[config.mk]
export PLATFORM = sky130hd
export DESIGN_NAME = fdc_pm_seq
export DESIGN_NICKNAME = d
export VERILOG_FILES = /design/src/fdc_pm_pkg.sv /design/src/fdc_pm_seq.sv
export SDC_FILE = /design/constraint.sdc
export NUM_CORES = 1
export LEC_CHECK = 0
export BUFFER_PORTS_ARGS = -buffer_cell sky130_fd_sc_hd__buf_2
export CORE_MARGIN = 4
export CORE_UTILIZATION = 51
export CTS_CLUSTER_DIAMETER = 60
export DETAILED_ROUTE_END_ITERATION = 8
export PLACE_DENSITY = 0.77
export SLEW_MARGIN = 20
export SYNTH_ARGS = -nofsm -noshare
export SYNTH_HDL_FRONTEND = slang
export SYNTH_SLANG_ARGS = --single-unit
[constraint.sdc]
create_clock -name MCLK -period 2.7 [get_ports MCLK]
set_input_delay 0.54 -clock MCLK [delete_from_list [all_inputs] [get_ports MCLK]]
set_output_delay 0.54 -clock MCLK [all_outputs]
set_load 0.01 [all_outputs]
[src/fdc_pm_pkg.sv]
// Package of constants for the floppy controller powerdown and wake sequencer
package fdc_pm_pkg;
	// ----------------------------------------
	// Register offsets (base + offset)
	// ----------------------------------------
	localparam logic [2:0] OFS_STATUS_A = 3'h0;
	localparam logic [2:0] OFS_STATUS_B = 3'h1;
	localparam logic [2:0] OFS_DRIVE_OUTPUT = 3'h2;
	localparam logic [2:0] OFS_RATE_MAIN = 3'h4;
	localparam logic [2:0] OFS_DATA_PORT = 3'h5;
	localparam logic [2:0] OFS_DRIVE_INPUT = 3'h7;
	// ----------------------------------------
	// Field positions
	// ----------------------------------------
	localparam int DOC_RESET_N_BIT = 2;
	localparam int DOC_MOTOR_LO = 4;
	localparam int RSC_SWRESET_BIT = 7;
	localparam int RSC_POWERDOWN_BIT = 6;
	localparam int EVENT_POWER_BIT = 7;
	localparam int PLL_CTRL_BIT = 1;
	// ----------------------------------------
	// Reset values
	// ----------------------------------------
	localparam logic [7:0] DOC_RESET = 8'h00;
	localparam logic [7:0] RSC_RESET = 8'h02;
	localparam logic [7:0] RCW_RESET = 8'h02;
	localparam logic [7:0] IDLE_MAIN_STATUS = 8'h80;
	// ----------------------------------------
	// Timing
	// ----------------------------------------
	localparam int CLK_PERIOD_NS = 10;
	localparam int PD_TIMER_MS = 10;
	localparam int PD_TIMER_CYCLES = PD_TIMER_MS * 1000000 / CLK_PERIOD_NS;
	localparam int RESET_SEQ_CYCLES = 4;
endpackage : fdc_pm_pkg

[src/fdc_pm_seq.sv]
// Powerdown, wake decode and PLL select logic of the floppy controller
//
// Summary of operation
// - Reset wake runs ordinary reset sequence
// - Register wake keeps state intact, except wake from direct powerdown clears the powerdown bit
// - Motor enable write wakes; read does not
// - Main status read wakes
// - Data port read or write wakes
// - Software reset bit write wakes
// - Other control writes do not wake
// - Wake restarts 10 ms powerdown timer
// - Re-enter powerdown when conditions met again
// - Listed registers accessible without waking
// - Non-waking reads return true status
// - Non-waking writes stored, effective on wake
// - Return to low power after access
// - Supply not good: host decode disabled
// - Event pins live while trickle powered
// - Supply good selects infrared clock, timeout
// - Trickle logic has its own reset
// - Event power bit powers 32 kHz PLL
// - PLL control bit powers down both
// - Good, no event: 14 MHz only
// - Event, not good: 32 kHz only
// - Event and good: both, 14 MHz selected
// - Bus pins live, requests held low
// - Drive pins disabled in powerdown
// - Disabling auto powerdown cancels timer
// - Direct powerdown overrides, auto resumes after
`timescale 1ns/10ps
module fdc_pm_seq
	import fdc_pm_pkg::*;
#(
	parameter int PD_CYCLES = PD_TIMER_CYCLES
) (
	// Clock and resets
	input wire logic MCLK,
	input wire logic RESET,
	input wire logic TRICKLE_POR,
	// Host I/O bus, already qualified by base address decode
	input wire logic CS_IN,
	input wire logic IOR_N,
	input wire logic IOW_N,
	input wire logic [2:0] SA,
	input wire logic [7:0] SD_IN,
	output logic [7:0] SD_OUT,
	output logic SD_OE,
	// Host reset and supply status
	input wire logic HOST_RESET_INPUT,
	input wire logic INTERNAL_SUPPLY_GOOD,
	// Configuration bits
	input wire logic AUTO_PD_ENABLE,
	input wire logic POWER_CONTROL_CONFIG_7,
	input wire logic PLL_CONFIG_1,
	// Controller core status
	input wire logic CORE_IDLE,
	input wire logic CORE_INT,
	input wire logic HEAD_UNLOADED,
	input wire logic [7:0] MAIN_STATUS_IN,
	input wire logic [7:0] STATUS_A_IN,
	input wire logic [7:0] STATUS_B_IN,
	input wire logic [7:0] DRIVE_INPUT_IN,
	input wire logic [7:0] DATA_IN,
	input wire logic IRQ_CORE,
	input wire logic DRQ_CORE,
	// Controller core control
	output logic DATA_RD,
	output logic DATA_WR,
	output logic [7:0] DATA_OUT,
	output logic [7:0] DRIVE_OUTPUT_CONTROL,
	output logic [7:0] RATE_SELECT_CONTROL,
	output logic [7:0] RATE_CONFIG_WRITE,
	output logic CORE_RESET,
	output logic CORE_CLK_EN,
	output logic POWERED_DOWN,
	// Host request outputs
	output logic IRQ,
	output logic DRQ,
	// Drive interface enable
	output logic DRIVE_PINS_EN,
	// Clocking controls for the event logic
	output logic PLL14_POWER,
	output logic PLL32_POWER,
	output logic PLL32_SELECT,
	output logic IR_CLK_FROM_SUPPLY,
	output logic IR_TIMEOUT_EN,
	output logic TRICKLE_RESET
);
	// ----------------------------------------
	// Types and state
	// ----------------------------------------
	typedef enum logic [1:0] {ST_RESET, ST_AWAKE, ST_AUTO_PD, ST_DIRECT_PD} pm_state_e;
	pm_state_e state_ff;
	pm_state_e nxt_state;
	logic [1:0] rst_sync_ff;
	logic [1:0] pg_sync_ff;
	logic [2:0] ior_sync_ff;
	logic [2:0] iow_sync_ff;
	logic [1:0] cs_sync_ff;
	logic [7:0] doc_ff;
	logic [7:0] rsc_ff;
	logic [7:0] rcw_ff;
	logic [31:0] pd_timer_ff;
	logic [2:0] rst_cnt_ff;
	logic [7:0] sd_out_ff;
	logic sd_oe_ff;
	logic [7:0] data_out_ff;
	logic data_rd_ff;
	logic data_wr_ff;
	logic [1:0] trk_por_ff;

	// ----------------------------------------
	// Helpers
	// ----------------------------------------
	function automatic logic motors_on(input logic [7:0] v);
		motors_on = |v[7:DOC_MOTOR_LO];
	endfunction : motors_on

	// ----------------------------------------
	// Input synchronisers
	// ----------------------------------------
	always_ff @(posedge MCLK) begin
		rst_sync_ff <= {rst_sync_ff[0], HOST_RESET_INPUT};
		pg_sync_ff <= {pg_sync_ff[0], INTERNAL_SUPPLY_GOOD};
		ior_sync_ff <= {ior_sync_ff[1:0], ~IOR_N};
		iow_sync_ff <= {iow_sync_ff[1:0], ~IOW_N};
		cs_sync_ff <= {cs_sync_ff[0], CS_IN};
	end

	logic supply_good;
	logic hw_reset;
	logic rd_strobe;
	logic wr_strobe;
	assign supply_good = pg_sync_ff[1];
	assign hw_reset = rst_sync_ff[1];
	// Strobe edges taken from stage two and three only; decode gated by supply good
	assign rd_strobe = ior_sync_ff[1] & ~ior_sync_ff[2] & cs_sync_ff[1] & supply_good;
	assign wr_strobe = iow_sync_ff[1] & ~iow_sync_ff[2] & cs_sync_ff[1] & supply_good;

	// ----------------------------------------
	// Address and write data capture
	// ----------------------------------------
	// Two stages keep the bus fields aligned with the strobe synchronisers
	logic [2:0] sa_s1_ff;
	logic [2:0] sa_s2_ff;
	logic [7:0] sd_s1_ff;
	logic [7:0] sd_s2_ff;
	logic [2:0] sa_q;
	logic [7:0] sd_q;
	always_ff @(posedge MCLK) begin
		sa_s1_ff <= SA;
		sa_s2_ff <= sa_s1_ff;
		sd_s1_ff <= SD_IN;
		sd_s2_ff <= sd_s1_ff;
	end
	assign sa_q = sa_s2_ff;
	assign sd_q = sd_s2_ff;

	// ----------------------------------------
	// Access decode
	// ----------------------------------------
	logic wr_doc;
	logic wr_rsc;
	logic wr_rcw;
	logic rd_main;
	logic acc_data;
	logic sw_reset;
	logic wake_access;
	logic pd_request;
	assign wr_doc = wr_strobe && sa_q == OFS_DRIVE_OUTPUT;
	assign wr_rsc = wr_strobe && sa_q == OFS_RATE_MAIN;
	assign wr_rcw = wr_strobe && sa_q == OFS_DRIVE_INPUT;
	assign rd_main = rd_strobe && sa_q == OFS_RATE_MAIN;
	assign acc_data = (rd_strobe | wr_strobe) && sa_q == OFS_DATA_PORT;
	assign sw_reset = (wr_doc & ~sd_q[DOC_RESET_N_BIT]) | (wr_rsc & sd_q[RSC_SWRESET_BIT]);
	assign pd_request = wr_rsc && sd_q[RSC_POWERDOWN_BIT];

	// ----------------------------------------
	// Wake decode
	// ----------------------------------------
	// Plain control writes fall through without waking
	assign wake_access = (wr_doc & motors_on(sd_q)) | rd_main | acc_data;

	// ----------------------------------------
	// Shadowed control registers
	// ----------------------------------------
	logic [7:0] rsc_next_val;
	// Software reset bit acts as a strobe and is never stored
	assign rsc_next_val = sd_q & ~(8'h01 << RSC_SWRESET_BIT);
	always_ff @(posedge MCLK) begin
		if (RESET || hw_reset) begin
			doc_ff <= DOC_RESET;
			rsc_ff <= RSC_RESET;
			rcw_ff <= RCW_RESET;
		end else begin
			if (wr_doc)
				doc_ff <= sd_q;
			if (wr_rsc)
				rsc_ff <= rsc_next_val;
			else if (state_ff == ST_DIRECT_PD && wake_access)
				rsc_ff[RSC_POWERDOWN_BIT] <= 1'b0;
			if (wr_rcw)
				rcw_ff <= sd_q;
		end
	end

	// ----------------------------------------
	// Powerdown timer
	// ----------------------------------------
	logic pd_conds;
	logic timer_done;
	logic core_quiet;
	assign timer_done = pd_timer_ff == 32'h0000_0000;
	// Idle core: no motors, no pending interrupt, head unloaded
	assign core_quiet = !motors_on(doc_ff) && CORE_IDLE && MAIN_STATUS_IN == IDLE_MAIN_STATUS && !CORE_INT
		&& HEAD_UNLOADED;
	assign pd_conds = AUTO_PD_ENABLE && core_quiet && timer_done;
	always_ff @(posedge MCLK) begin
		if (RESET || !AUTO_PD_ENABLE)
			pd_timer_ff <= 32'(PD_CYCLES);
		else if (state_ff != ST_AWAKE)
			pd_timer_ff <= 32'(PD_CYCLES);
		else if (!timer_done)
			pd_timer_ff <= pd_timer_ff - 32'h0000_0001;
	end

	// ----------------------------------------
	// Power state machine
	// ----------------------------------------
	always_comb begin
		nxt_state = state_ff;
		case (state_ff)
			ST_RESET: begin
				if (rst_cnt_ff == 3'h0 && !hw_reset)
					nxt_state = ST_AWAKE;
			end
			ST_AWAKE: begin
				if (pd_request)
					nxt_state = ST_DIRECT_PD;
				else if (pd_conds && !wake_access)
					nxt_state = ST_AUTO_PD;
			end
			ST_AUTO_PD: begin
				if (pd_request)
					nxt_state = ST_DIRECT_PD;
				else if (wake_access)
					nxt_state = ST_AWAKE;
			end
			ST_DIRECT_PD: begin
				if (wake_access)
					nxt_state = ST_AWAKE;
			end
			default: nxt_state = ST_RESET;
		endcase
		// Non-waking accesses other than a powerdown bit write leave the state untouched
		if (hw_reset || sw_reset)
			nxt_state = ST_RESET;
		if (!AUTO_PD_ENABLE && nxt_state == ST_AUTO_PD)
			nxt_state = ST_AWAKE;
	end

	always_ff @(posedge MCLK) begin
		if (RESET)
			state_ff <= ST_RESET;
		else
			state_ff <= nxt_state;
	end

	// ----------------------------------------
	// Reset sequence counter
	// ----------------------------------------
	always_ff @(posedge MCLK) begin
		if (RESET || hw_reset || sw_reset)
			rst_cnt_ff <= 3'(RESET_SEQ_CYCLES);
		else if (rst_cnt_ff != 3'h0)
			rst_cnt_ff <= rst_cnt_ff - 3'h1;
	end

	// ----------------------------------------
	// Host read data, same cycle as any wake
	// ----------------------------------------
	// Read multiplexer, the same while asleep and awake
	function automatic logic [7:0] read_mux(input logic [2:0] a);
		case (a)
			OFS_STATUS_A: read_mux = STATUS_A_IN;
			OFS_STATUS_B: read_mux = STATUS_B_IN;
			OFS_DRIVE_OUTPUT: read_mux = doc_ff;
			OFS_RATE_MAIN: read_mux = MAIN_STATUS_IN;
			OFS_DATA_PORT: read_mux = DATA_IN;
			OFS_DRIVE_INPUT: read_mux = DRIVE_INPUT_IN;
			default: read_mux = 8'h00;
		endcase
	endfunction : read_mux

	always_ff @(posedge MCLK) begin
		if (RESET)
			sd_oe_ff <= 1'b0;
		else
			sd_oe_ff <= ior_sync_ff[1] & cs_sync_ff[1] & supply_good;
	end

	always_ff @(posedge MCLK) begin
		if (RESET)
			sd_out_ff <= 8'h00;
		else if (rd_strobe)
			sd_out_ff <= read_mux(sa_q);
	end

	// ----------------------------------------
	// Core data port strobes
	// ----------------------------------------
	always_ff @(posedge MCLK) begin
		if (RESET) begin
			data_rd_ff <= 1'b0;
			data_wr_ff <= 1'b0;
			data_out_ff <= 8'h00;
		end else begin
			data_rd_ff <= acc_data & rd_strobe;
			data_wr_ff <= acc_data & wr_strobe;
			if (acc_data & wr_strobe)
				data_out_ff <= sd_q;
		end
	end

	// ----------------------------------------
	// Trickle domain reset
	// ----------------------------------------
	always_ff @(posedge MCLK) begin
		trk_por_ff <= {trk_por_ff[0], TRICKLE_POR};
	end

	// ----------------------------------------
	// Outputs
	// ----------------------------------------
	logic asleep;
	assign asleep = state_ff == ST_AUTO_PD || state_ff == ST_DIRECT_PD;
	assign SD_OUT = sd_out_ff;
	assign SD_OE = sd_oe_ff;
	assign DATA_RD = data_rd_ff;
	assign DATA_WR = data_wr_ff;
	assign DATA_OUT = data_out_ff;
	assign DRIVE_OUTPUT_CONTROL = doc_ff;
	assign RATE_SELECT_CONTROL = rsc_ff;
	assign RATE_CONFIG_WRITE = rcw_ff;
	assign CORE_RESET = state_ff == ST_RESET;
	// Core clock stays off after a non-waking access
	assign CORE_CLK_EN = !asleep;
	assign POWERED_DOWN = asleep;

	// ----------------------------------------
	// Host requests and drive pins
	// ----------------------------------------
	assign IRQ = IRQ_CORE & !asleep;
	assign DRQ = DRQ_CORE & !asleep;
	assign DRIVE_PINS_EN = !asleep;

	// ----------------------------------------
	// PLL and infrared clock selection
	// ----------------------------------------
	// PLL table: control bit forces all off, otherwise supply good picks 14 MHz
	assign PLL14_POWER = !PLL_CONFIG_1 && supply_good;
	assign PLL32_POWER = !PLL_CONFIG_1 && POWER_CONTROL_CONFIG_7;
	assign PLL32_SELECT = !PLL_CONFIG_1 && POWER_CONTROL_CONFIG_7 && !supply_good;
	assign IR_CLK_FROM_SUPPLY = supply_good;
	assign IR_TIMEOUT_EN = supply_good;

	// ----------------------------------------
	// Event logic reset
	// ----------------------------------------
	// Event logic reset only by its own power-on, never by supply loss
	assign TRICKLE_RESET = trk_por_ff[1];
endmodule : fdc_pm_seq

==> results of run 1 <==
## per-stage QoR
step	instance area, um^2	hold slack, ns	util	std cells
after global placement	5484	0.3106	0.5963	724
after floorplan	4791	0.3096	-	512
after CTS	6083	0.1083	0.6615	756
after global routing	6083	0.09956	0.6615	756
after detailed placement	5484	0.3121	0.5963	724
final	6083	0.1292	0.6615	756
## power groups by stage
stage	combinational [mW]	sequential [mW]	clock [mW]
2_1_floorplan	0.125	1.79	0
3_3_place_gp	0.204	1.80	0
3_5_place_dp	0.208	1.80	0
4_1_cts	0.210	1.76	2.28
5_1_grt	0.235	1.77	2.36
6_report	0.210	1.76	2.25
## metal layers
metal / vias to the layer above / routed length [um] / share of wire
met1: 1996 / 5161 / 0.43
met5: - / 0 / 0
met3: 22 / 843 / 0.070
met4: 0 / 192 / 0.016
li1: 2104 / - / -
met2: 163 / 5770 / 0.48
## synth_stat cells (all sizes together), types with 10 or more instances
| master | instances |
|---|---|
| a21oi | 35 |
| clkbuf | 20 |
| dfxtp | 115 |
| inv | 14 |
| mux2i | 31 |
| nand2 | 44 |
| nand3 | 11 |
| nor2 | 48 |
| nor3 | 10 |
| nor4 | 18 |
| o211ai | 10 |
| o21ai | 16 |
| or3 | 12 |
| or4 | 13 |
| xnor2 | 12 |
## cells in the final DEF (no fill, tap or decap), types with 12 or more instances in the layout
cell type	n
sky130_fd_sc_hd__buf_2	120
sky130_fd_sc_hd__nor2_1	48
sky130_fd_sc_hd__dfxtp_1	115
sky130_fd_sc_hd__nor4_1	13
sky130_fd_sc_hd__o21ai_0	16
sky130_fd_sc_hd__clkbuf_16	16
sky130_fd_sc_hd__or4_1	12
sky130_fd_sc_hd__xnor2_1	12
sky130_fd_sc_hd__inv_1	14
sky130_fd_sc_hd__a21oi_1	35
sky130_fd_sc_hd__mux2i_1	31
sky130_fd_sc_hd__or3_1	12
sky130_fd_sc_hd__nand2_1	44
## area by class of cell
class	instances	area, um^2	share of cell area
Clock buffer	17	414.1	0.06808
Clock inverter	15	185.2	0.03044
Inverter	14	52.55	0.008638
Multi-Input combinational cell	354	2315	0.3805
Sequential cell	115	2302	0.3784
Tap cell	111	138.9	0.02283
Timing Repair Buffer	130	675.6	0.1111
## cell families (layout without fill, tap and decap cells)
logic type	after synthesis	after routing	share of synthesized area
AND/OR/NAND/NOR	198	198	0.2314
XOR/XNOR	17	17	0.03108
buffers and inverters	43	176	0.03630
adder cells (fa/ha/maj)	4	4	0.01045
multiplexers	37	37	0.07887
other	1	1	0.0007827
AO/OA/AOI/OAI	97	97	0.1306
flip-flops	115	115	0.4805
## how the worst min path moves through the flow
stage	startpoint	slack (ns)	endpoint	cells past startpoint
final	SD_IN[3]	0.13	sd_s1_ff[3]$_DFF_P_	1
after global routing	SD_IN[7]	0.1	sd_s1_ff[7]$_DFF_P_	1
after CTS	SD_IN[1]	0.11	sd_s1_ff[1]$_DFF_P_	1
after detailed placement	ior_sync_ff[0]$_DFF_P_	0.31	ior_sync_ff[1]$_DFF_P_	0
after global placement	sd_s1_ff[4]$_DFF_P_	0.31	sd_q[4]$_DFF_P_	0
after floorplan	cs_sync_ff[0]$_DFF_P_	0.31	cs_sync_ff[1]$_DFF_P_	0
## sequential cells by signal (all words and copies together) (netlist names), 7 cells and up
register / cells
RATE_CONFIG_WRITE: 8
sd_q: 8
RATE_SELECT_CONTROL: 7
sd_s1_ff: 8
SD_OUT: 8
DRIVE_OUTPUT_CONTROL: 8
DATA_OUT: 8
pd_timer_ff: 32
==> impl_summary.txt, run 1 <==
----------------------------------------------------
[Run status]
  Result of the run ... finished clean

[STA]
  Number of max-slew violations in the final report ... 0
  Setup-violating endpoint count in the final report ... 0
  Final hold violation count ... 0
  Sum of negative setup slack ... 0 ns
  Final cycle utilization of the critical path ... 0.8683
  Slew at the pin with the worst max-slew slack ... 0.7929 ns
  RSZ-0062 raised after global routing ... no
  Min setup slack post-route ... 0.3555 ns
  Skew final ... 0.008875 ns
  Clock period minus final worst setup slack ... 2.344 ns
  Maximum frequency from static timing analysis ... 0.4265 GHz
  Headroom to the max-slew limit ... 0.4685

[Placement]
  Worst setup slack before clock tree synthesis ... 0.3694 ns
  Number of port buffers ... 120
  Detailed placer's ending HPWL ... 8491 um
  Final weighted congestion of routability-driven global placement ... 0.8420

[Floorplanning]
  Initial core utilization ... 0.5210
  Core area ... 0.009196 mm^2
  Area of the die ... 0.01101 mm^2
  Die X-Extent ... 104.9 um
  Chip Height ... 104.9 um
  Io pins ... 122
  Standard-cell rows ... 35

[Logic synthesis]
  Distinct cell type count after synthesis ... 56
  Net Count, Synth ... 583
  Biggest area contributors in the synthesized netlist ... sky130_fd_sc_hd__dfxtp_1 48%, sky130_fd_sc_hd__mux2i_1 6.5%, sky130_fd_sc_hd__nor2_1 3.8%, sky130_fd_sc_hd__a21oi_1 3.7%, sky130_fd_sc_hd__nand2_1 3.4%
  Post-synth top area cell ... sky130_fd_sc_hd__dfxtp_1
  Proportion of synthesized chip area in sequential cells ... 0.4805
  Primary flip-flop cell chosen by synthesis mapping ... sky130_fd_sc_hd__dfxtp_1
  Area share of the leading cell type in the synthesized netlist ... 0.4805
  Number of flops mapped to enable cells by yosys ... 0
  Number of register bits inferred by synthesis ... 115
  Synthesis warning total ... 0
  Fraction of registers with async set or reset after synthesis ... 0
  Post-synthesis area per instance ... 9.357 um^2
  Mapped Area ... 0.004791 mm^2
  Post-synthesis cell count ... 512

[Critical path]
  Critical path class ... reg -> reg
  Count of cells along the worst register-to-register path ... 5
  Worst-path cell chain ... nor4_2 -> nand4_2 -> or4_1 -> a22oi_1 -> o22ai_1
  Reg-to-reg startpoint ... pd_timer_ff[22]$_SDFFE_PP0P_
  Critical Path Start ... pd_timer_ff[22]$_SDFFE_PP0P_
  Crit-path leading delay family ... simple AND/OR/NAND/NOR gates
  CP max-delay cell ... sky130_fd_sc_hd__or4_1
  Internal reg-to-reg setup slack ... 0.36 ns
  Critical register-to-register path endpoint ... state_ff[0]$_SDFF_PP0_
  Critical Path RT ... 3.08 ns
  Worst setup SP type ... register
  Delay of the slowest cell on the worst path ... 0.60 ns
  Arrival @ worst endpoint ... 2.72 ns
  Capturing element type of the critical path ... register
  Destination of the critical timing path ... state_ff[0]$_SDFF_PP0_
  CP bufs+invs ... 0
  Crit Path Max Fanout ... 10
  WP depth ... 5

[Power and ir drop]
  Combinational share of power ... 0.050
  Cell leakage power ... 2.414 nW
  Total internal power ... 3.195 mW
  Clock group share of total power ... 0.533
  Maximum vdd drop ... 509.7 uV
  Net Sw Power ... 1.025 mW
  Switching Share ... 0.2430
  Seq pwr share ... 0.418
  Ratio of total power to cell area ... 693.8 mW/mm^2
  Overall Power ... 4.221 mW

[Clock network]
  Worst-skew pair later-pin latency ... 0.51 ns
  Number of clock sinks seen by CTS ... 115
  # resized after CTS ... 0
  Num CTS Buffers ... 17
  Clock tree from TritonCTS ... yes
  Hold-fix buffer count after cts ... 0
  Register clock-pin slew on the reported worst setup and hold paths ... 0.06 ns
  Maximum root-to-sink buffer count ... 2
  Clk Tree Root Cell ... sky130_fd_sc_hd__clkbuf_8
  Setup repair bufs after CTS ... 0
  Maximum level of the CTS H-tree ... 4

[Finish]
  Antenna diode count ... 0
  Area grow syn2layout ... 26.98%
  FILL cells ... 738
  Number of nets in the finished design ... 703
  Fraction of final layout cells with drive strength greater than 1 ... 0.2899

[Global route]
  Pin count of the biggest net entering global routing ... 36
  Via count of the first global-routing pass ... 4102
  Antenna violations before repair ... 0
  Layer with the highest usage after global routing ... met2
  Overall global routing resource usage ... 0.2151
  GR Util met1 ... 0.2738
  Met2 usage in global routing ... 0.3511
  Met3 track utilization from global routing ... 0.06485
  Grt ovf ... 0
  Global-route wire length before repair ... 19410 um

[Route]
  Number of design rule violations left after detail routing ... 0
  Initial DRT Pass Iterations ... 4
  Post-DRT Antenna Nets ... 0
  Average wire per cell in the routed design ... 15.83 um
  Total number of vias ... 4285
  Detailed-route wire length ... 11970 um
  Violation count after the first detailed-routing iteration ... 221
  Via density per instance ... 5.668

[Worst hold path]
  Worst hold-check path type ... in -> reg

[Run]
  Reported max-cap violation count ... 0

----------------------------------------------------
Note: power is estimated with default switching activity, not from simulation.
==> inputs of run 2 (changes only) <==
--- a/config.mk
+++ b/config.mk
@@ -11,6 +11,7 @@
 export CTS_CLUSTER_DIAMETER = 60
 export DETAILED_ROUTE_END_ITERATION = 8
 export PLACE_DENSITY = 0.77
+export REMOVE_ABC_BUFFERS = 1
 export SLEW_MARGIN = 20
 export SYNTH_ARGS = -nofsm -noshare
 export SYNTH_HDL_FRONTEND = slang
==> run 2 against run 1 <==
  * Count of clock-buffer cells in the layout unchanged
  * Largest cell class unchanged
  * Worst setup slack worse by 0.048 ns
  * Core utilization down 0.14 points
  * Highest routed layer unchanged
  * Register-to-register slack worse by 0.05 ns
  * Sequential share of layout area up 0.078 points
  * Critical path type unchanged
  * Wire length up 1.1%
  * Critical endpoint unchanged
  * Non-clock buffer count up 2
  * Final area down 0.21%
==> impl_summary.txt, run 2 (synthesis gave the netlist of run 1 again) <==
----------------------------------------------------
[Run status]
  Result of the run ... finished clean

[Floorplanning]
  Area of the die ... 0.01101 mm^2
  Initial core utilization ... 0.5210
  Chip Height ... 104.9 um
  Die X-Extent ... 104.9 um
  Io pins ... 122
  Standard-cell rows ... 35
  Core area ... 0.009196 mm^2

[Finish]
  Final core area utilization ... 0.6601
  Fraction of final layout cells with drive strength greater than 1 ... 0.2921
  Area grow syn2layout ... 26.72%
  Most common cell after layout, fill and taps aside ... sky130_fd_sc_hd__buf_2
  Register with the most flip-flops ... pd_timer_ff
  Number of nets in the finished design ... 705
  Post-route cell area ... 0.006071 mm^2
  Flip-flop count of the largest register, all copies and words added ... 32
  FILL cells ... 743
  Most frequent cells in the layout ... 120 x sky130_fd_sc_hd__buf_2, 115 x sky130_fd_sc_hd__dfxtp_1, 48 x sky130_fd_sc_hd__nor2_1
  Antenna diode count ... 0
  Post-Layout Cell Count ... 758

[Clock network]
  Clk Tree Root Cell ... sky130_fd_sc_hd__clkbuf_8
  Maximum level of the CTS H-tree ... 4
  Maximum root-to-sink buffer count ... 2
  Hold-fix buffer count after cts ... 0
  Register clock-pin slew on the reported worst setup and hold paths ... 0.07 ns
  # resized after CTS ... 0
  Num CTS Buffers ... 17
  Worst-skew pair later-pin latency ... 0.52 ns
  Clock tree from TritonCTS ... yes
  Number of clock sinks seen by CTS ... 115
  Setup repair bufs after CTS ... 0

[Power and ir drop]
  Seq pwr share ... 0.431
  Net Sw Power ... 1.068 mW
  Ratio of total power to cell area ... 674.0 mW/mm^2
  Clock group share of total power ... 0.517
  Switching Share ... 0.2611
  Overall Power ... 4.092 mW
  Total internal power ... 3.023 mW
  Cell leakage power ... 2.409 nW
  Combinational share of power ... 0.052
  Maximum vdd drop ... 459.2 uV

[STA]
  Final hold violation count ... 0
  Skew final ... 0.008096 ns
  Headroom to the max-slew limit ... 0.4915
  Worst hold margin ... 0.1199 ns
  Setup-violating endpoint count in the final report ... 0
  Min setup slack post-route ... 0.3076 ns
  Maximum frequency from static timing analysis ... 0.4180 GHz
  Clock period minus final worst setup slack ... 2.392 ns
  Sum of negative setup slack ... 0 ns
  Number of max-slew violations in the final report ... 0
  RSZ-0062 raised after global routing ... no
  Final cycle utilization of the critical path ... 0.8861
  Slew at the pin with the worst max-slew slack ... 0.7586 ns

[Critical path]
  Reg-to-reg startpoint ... pd_timer_ff[22]$_SDFFE_PP0P_
  Worst-path cell chain ... nor4_2 -> nand4_2 -> or4_1 -> a22oi_1 -> o22ai_1
  Internal reg-to-reg setup slack ... 0.31 ns
  Count of cells along the worst register-to-register path ... 5
  Critical Path RT ... 3.09 ns
  Arrival @ worst endpoint ... 2.78 ns
  Crit Path Max Fanout ... 10
  CP max-delay cell ... sky130_fd_sc_hd__or4_1
  Critical register-to-register path endpoint ... state_ff[0]$_SDFF_PP0_
  Worst setup SP type ... register
  Critical path class ... reg -> reg
  Delay of the slowest cell on the worst path ... 0.60 ns
  Capturing element type of the critical path ... register

[Placement]
  Dpl cell area ... 0.005499 mm^2
  Detailed placer's ending HPWL ... 8581 um
  # placed instances ... 726
  Final weighted congestion of routability-driven global placement ... 0.8570
  Number of port buffers ... 120
  Worst setup slack before clock tree synthesis ... 0.3453 ns

[Route]
  Initial DRT Pass Iterations ... 4
  Average wire per cell in the routed design ... 15.96 um
  Post-DRT Antenna Nets ... 0
  Number of design rule violations left after detail routing ... 0
  Via density per instance ... 5.645
  Detailed-route wire length ... 12100 um
  Violation count after the first detailed-routing iteration ... 234
  Total number of vias ... 4279

[Global route]
  Grt ovf ... 0
  Antenna violations before repair ... 0
  GR Util met1 ... 0.2804
  Met3 track utilization from global routing ... 0.06671
  Global-route wire length before repair ... 19910 um
  Layer with the highest usage after global routing ... met2
  Via count of the first global-routing pass ... 4241
  Overall global routing resource usage ... 0.2228
  Met2 usage in global routing ... 0.3547
  Pin count of the biggest net entering global routing ... 36

[Worst hold path]
  Min-Delay Endpoint ... sd_s1_ff[0]$_DFF_P_
  Worst hold-check path type ... in -> reg
  Hold_sp ... SD_IN[0]
  Hold Crit Depth ... 1

[Run]
  Reported max-cap violation count ... 0

----------------------------------------------------
run 2: cell types whose count changed in the layout (fill, tap and decap cells not counted):
cell / before / now
sky130_fd_sc_hd__clkinv_8: 0 / 2
sky130_fd_sc_hd__bufinv_16: 2 / 0
sky130_fd_sc_hd__inv_6: 6 / 5
sky130_fd_sc_hd__clkinv_4: 1 / 2
sky130_fd_sc_hd__buf_4: 10 / 12
run 2: critical path: cells and delay by family (launching register included):
family	cells	cell delay [ns]
simple gates	3	1.57
flops	1	0.36
compound gates	2	0.33
run 2: area by class of cell:
cell class / instances / area, um^2 / area share
sequential: 115 / 2302 / 0.3792
inverter: 14 / 52.55 / 0.008656
tap: 111 / 138.9 / 0.02288
multi-input combinational: 354 / 2315 / 0.3813
clock buffer: 17 / 414.1 / 0.06822
timing repair buffer: 132 / 690.7 / 0.1138
clock inverter: 15 / 157.7 / 0.02597
run 2: worst max path at each step:
stage,start,to,slack (ns),cells past startpoint
floorplan,sa_q[1]$_DFF_P_,state_ff[0]$_SDFF_PP0_,0.36,5
global placement,pd_timer_ff[22]$_SDFFE_PP0P_,state_ff[0]$_SDFF_PP0_,0.44,5
detailed placement,pd_timer_ff[22]$_SDFFE_PP0P_,state_ff[0]$_SDFF_PP0_,0.35,5
CTS,pd_timer_ff[22]$_SDFFE_PP0P_,state_ff[0]$_SDFF_PP0_,0.30,5
global route,pd_timer_ff[22]$_SDFFE_PP0P_,pd_timer_ff[7]$_SDFFE_PP0P_,0.07,5
finish,pd_timer_ff[22]$_SDFFE_PP0P_,state_ff[0]$_SDFF_PP0_,0.31,5
run 2: power by group through the flow:
stage | registers, mW | logic [mW] | clock network [mW]
finish | 1.76 | 0.213 | 2.12
floorplan | 1.81 | 0.0971 | 0
global route | 1.77 | 0.236 | 2.23
detailed placement | 1.80 | 0.210 | 0
global placement | 1.80 | 0.205 | 0
CTS | 1.76 | 0.213 | 2.14
run 2: per-layer routing:
| metal | wire length, um | share of wire |
|---|---|---|
| met4 | 282 | 0.023 |
| met2 | 5875 | 0.49 |
| met5 | 0 | 0 |
| met1 | 5154 | 0.43 |
| met3 | 782 | 0.065 |
==> inputs of run 3 (changes only) <==
--- a/config.mk
+++ b/config.mk
@@ -10,6 +10,7 @@
 export CORE_UTILIZATION = 51
 export CTS_CLUSTER_DIAMETER = 60
 export DETAILED_ROUTE_END_ITERATION = 8
+export HOLD_SLACK_MARGIN = 0.15
 export PLACE_DENSITY = 0.77
 export REMOVE_ABC_BUFFERS = 1
 export SLEW_MARGIN = 20
==> run 3 against run 2 <==
  * First-iteration DRC count up 13%
  * Combinational power up 8%
  * Non-clock buffer count up 15
  * Highest routed layer unchanged
  * Core utilization up 1.6 points
  * Final cell count up 2.0%
==> impl_summary.txt, run 3 (synthesis gave the netlist of run 1 again) <==
----------------------------------------------------
[Run status]
  Result of the run ... finished clean

[STA]
  Number of max-slew violations in the final report ... 0
  Slew at the pin with the worst max-slew slack ... 0.7599 ns
  Setup-violating endpoint count in the final report ... 0
  Clock period minus final worst setup slack ... 2.393 ns
  Final hold violation count ... 0
  Skew final ... 0.01306 ns
  Sum of negative setup slack ... 0 ns
  Headroom to the max-slew limit ... 0.4907
  RSZ-0062 raised after global routing ... no
  Final cycle utilization of the critical path ... 0.8864
  Maximum frequency from static timing analysis ... 0.4178 GHz

[Clock network]
  Maximum root-to-sink buffer count ... 2
  Worst-skew pair later-pin latency ... 0.52 ns
  Num CTS Buffers ... 17
  Number of clock sinks seen by CTS ... 115
  Maximum level of the CTS H-tree ... 4
  Setup repair bufs after CTS ... 0
  Register clock-pin slew on the reported worst setup and hold paths ... 0.06 ns
  Clk Tree Root Cell ... sky130_fd_sc_hd__clkbuf_8
  Clock tree from TritonCTS ... yes

[Global route]
  Via count of the first global-routing pass ... 4348
  Global-route wire length before repair ... 20440 um
  Grt ovf ... 0
  Pin count of the biggest net entering global routing ... 36
  Overall global routing resource usage ... 0.2288
  Antenna violations before repair ... 0

[Critical path]
  Crit Path Max Fanout ... 10
  Critical path class ... reg -> reg
  Capturing element type of the critical path ... register
  Critical Path RT ... 3.09 ns
  Critical register-to-register path endpoint ... state_ff[0]$_SDFF_PP0_
  Reg-to-reg startpoint ... pd_timer_ff[22]$_SDFFE_PP0P_
  Internal reg-to-reg setup slack ... 0.31 ns
  Worst setup SP type ... register
  Count of cells along the worst register-to-register path ... 5
  Arrival @ worst endpoint ... 2.79 ns

[Floorplanning]
  Core area ... 0.009196 mm^2
  Standard-cell rows ... 35
  Area of the die ... 0.01101 mm^2
  Initial core utilization ... 0.5210
  Die X-Extent ... 104.9 um
  Io pins ... 122
  Chip Height ... 104.9 um

[Finish]
  Flip-flop count of the largest register, all copies and words added ... 32
  Most common cell after layout, fill and taps aside ... sky130_fd_sc_hd__buf_2
  Most frequent cells in the layout ... 120 x sky130_fd_sc_hd__buf_2, 115 x sky130_fd_sc_hd__dfxtp_1, 48 x sky130_fd_sc_hd__nor2_1
  FILL cells ... 716
  Sequential cell area ... 0.002302 mm^2
  Area grow syn2layout ... 29.85%
  Fraction of final layout cells with drive strength greater than 1 ... 0.2855
  Register with the most flip-flops ... pd_timer_ff
  Number of nets in the finished design ... 720
  Footprint of the multi-input gates ... 0.002315 mm^2
  Antenna diode count ... 0

[Route]
  Average wire per cell in the routed design ... 16.08 um
  Post-DRT Antenna Nets ... 0
  Via density per instance ... 5.638
  Detailed-route wire length ... 12430 um
  Number of design rule violations left after detail routing ... 0
  Initial DRT Pass Iterations ... 5
  Total number of vias ... 4358
  Violation count after the first detailed-routing iteration ... 264

[Power and ir drop]
  Maximum vdd drop ... 463.6 uV
  Ratio of total power to cell area ... 661.7 mW/mm^2
  Cell leakage power ... 2.471 nW
  Overall Power ... 4.116 mW

[Worst hold path]
  Hold Crit Depth ... 2
  Hold_sp ... IOR_N
  Worst hold-check path type ... in -> reg
  Min-Delay Endpoint ... ior_sync_ff[0]$_DFF_P_

[Placement]
  Detailed placer's ending HPWL ... 8581 um
  Number of port buffers ... 120
  Final weighted congestion of routability-driven global placement ... 0.8570

[Run]
  Reported max-cap violation count ... 0

----------------------------------------------------
[run 3: worst max path at each step]
| stage | startpoint | cells after the start | to | slack [ns] |
|---|---|---|---|---|
| 4_1_cts | pd_timer_ff[22]$_SDFFE_PP0P_ | 5 | state_ff[0]$_SDFF_PP0_ | 0.30 |
| 3_3_place_gp | pd_timer_ff[22]$_SDFFE_PP0P_ | 5 | state_ff[0]$_SDFF_PP0_ | 0.44 |
| 2_1_floorplan | sa_q[1]$_DFF_P_ | 5 | state_ff[0]$_SDFF_PP0_ | 0.36 |
| 6_report | pd_timer_ff[22]$_SDFFE_PP0P_ | 5 | state_ff[0]$_SDFF_PP0_ | 0.31 |
| 3_5_place_dp | pd_timer_ff[22]$_SDFFE_PP0P_ | 5 | state_ff[0]$_SDFF_PP0_ | 0.35 |
| 5_1_grt | pd_timer_ff[22]$_SDFFE_PP0P_ | 5 | pd_timer_ff[7]$_SDFFE_PP0P_ | 0.07 |
[run 3: repair_timing]
item,CTS,global route
hold endpoints to repair,15,0
hold buffers,15,0
resized for setup,0,0
[run 3: stage by stage]
| step | hold WS, ns | setup WS [ns] | utilization | cells | area (um^2) |
|---|---|---|---|---|---|
| finish | 0.1830 | 0.3066 | 0.6765 | 773 | 6221 |
| floorplan | 0.3096 | 0.3615 | - | 483 | 4669 |
| CTS | 0.1657 | 0.3032 | 0.6765 | 773 | 6221 |
| detailed placement | 0.3121 | 0.3453 | 0.5980 | 726 | 5499 |
| global placement | 0.3112 | 0.4446 | 0.5980 | 726 | 5499 |
| global route | 0.1663 | 0.06594 | 0.6765 | 773 | 6221 |
[run 3: layout make-up]
| cell class | count | area share |
|---|---|---|
| Multi-Input combinational cell | 354 | 0.3721 |
| Sequential cell | 115 | 0.3701 |
| Timing Repair Buffer | 147 | 0.1352 |
| Clock buffer | 17 | 0.06657 |
| Clock inverter | 15 | 0.02534 |
| Tap cell | 111 | 0.02232 |
| Inverter | 14 | 0.008447 |
[run 3: per-layer routing]
metal	global-route usage	wire length, um	vias to the layer above
li1	-	-	2134
met1	0.2821	5249	2033
met2	0.3721	6055	163
met3	0.06794	828	28
met4	0.09653	299	0
met5	0	0	-
[run 3: power breakdown]
group,switching (mW),leakage [nW],internal [mW]
clock network,0.934,0.279,1.19
logic,0.116,1.25,0.114
registers,0.0288,0.941,1.73
[run 3: worst max-delay path, cell delays in order (launching register included)]
cell                      delay [ns]
sky130_fd_sc_hd__dfxtp_1        0.36
sky130_fd_sc_hd__nor4_2         0.58
sky130_fd_sc_hd__nand4_2        0.40
sky130_fd_sc_hd__or4_1          0.60
sky130_fd_sc_hd__a22oi_1        0.22
sky130_fd_sc_hd__o22ai_1        0.11
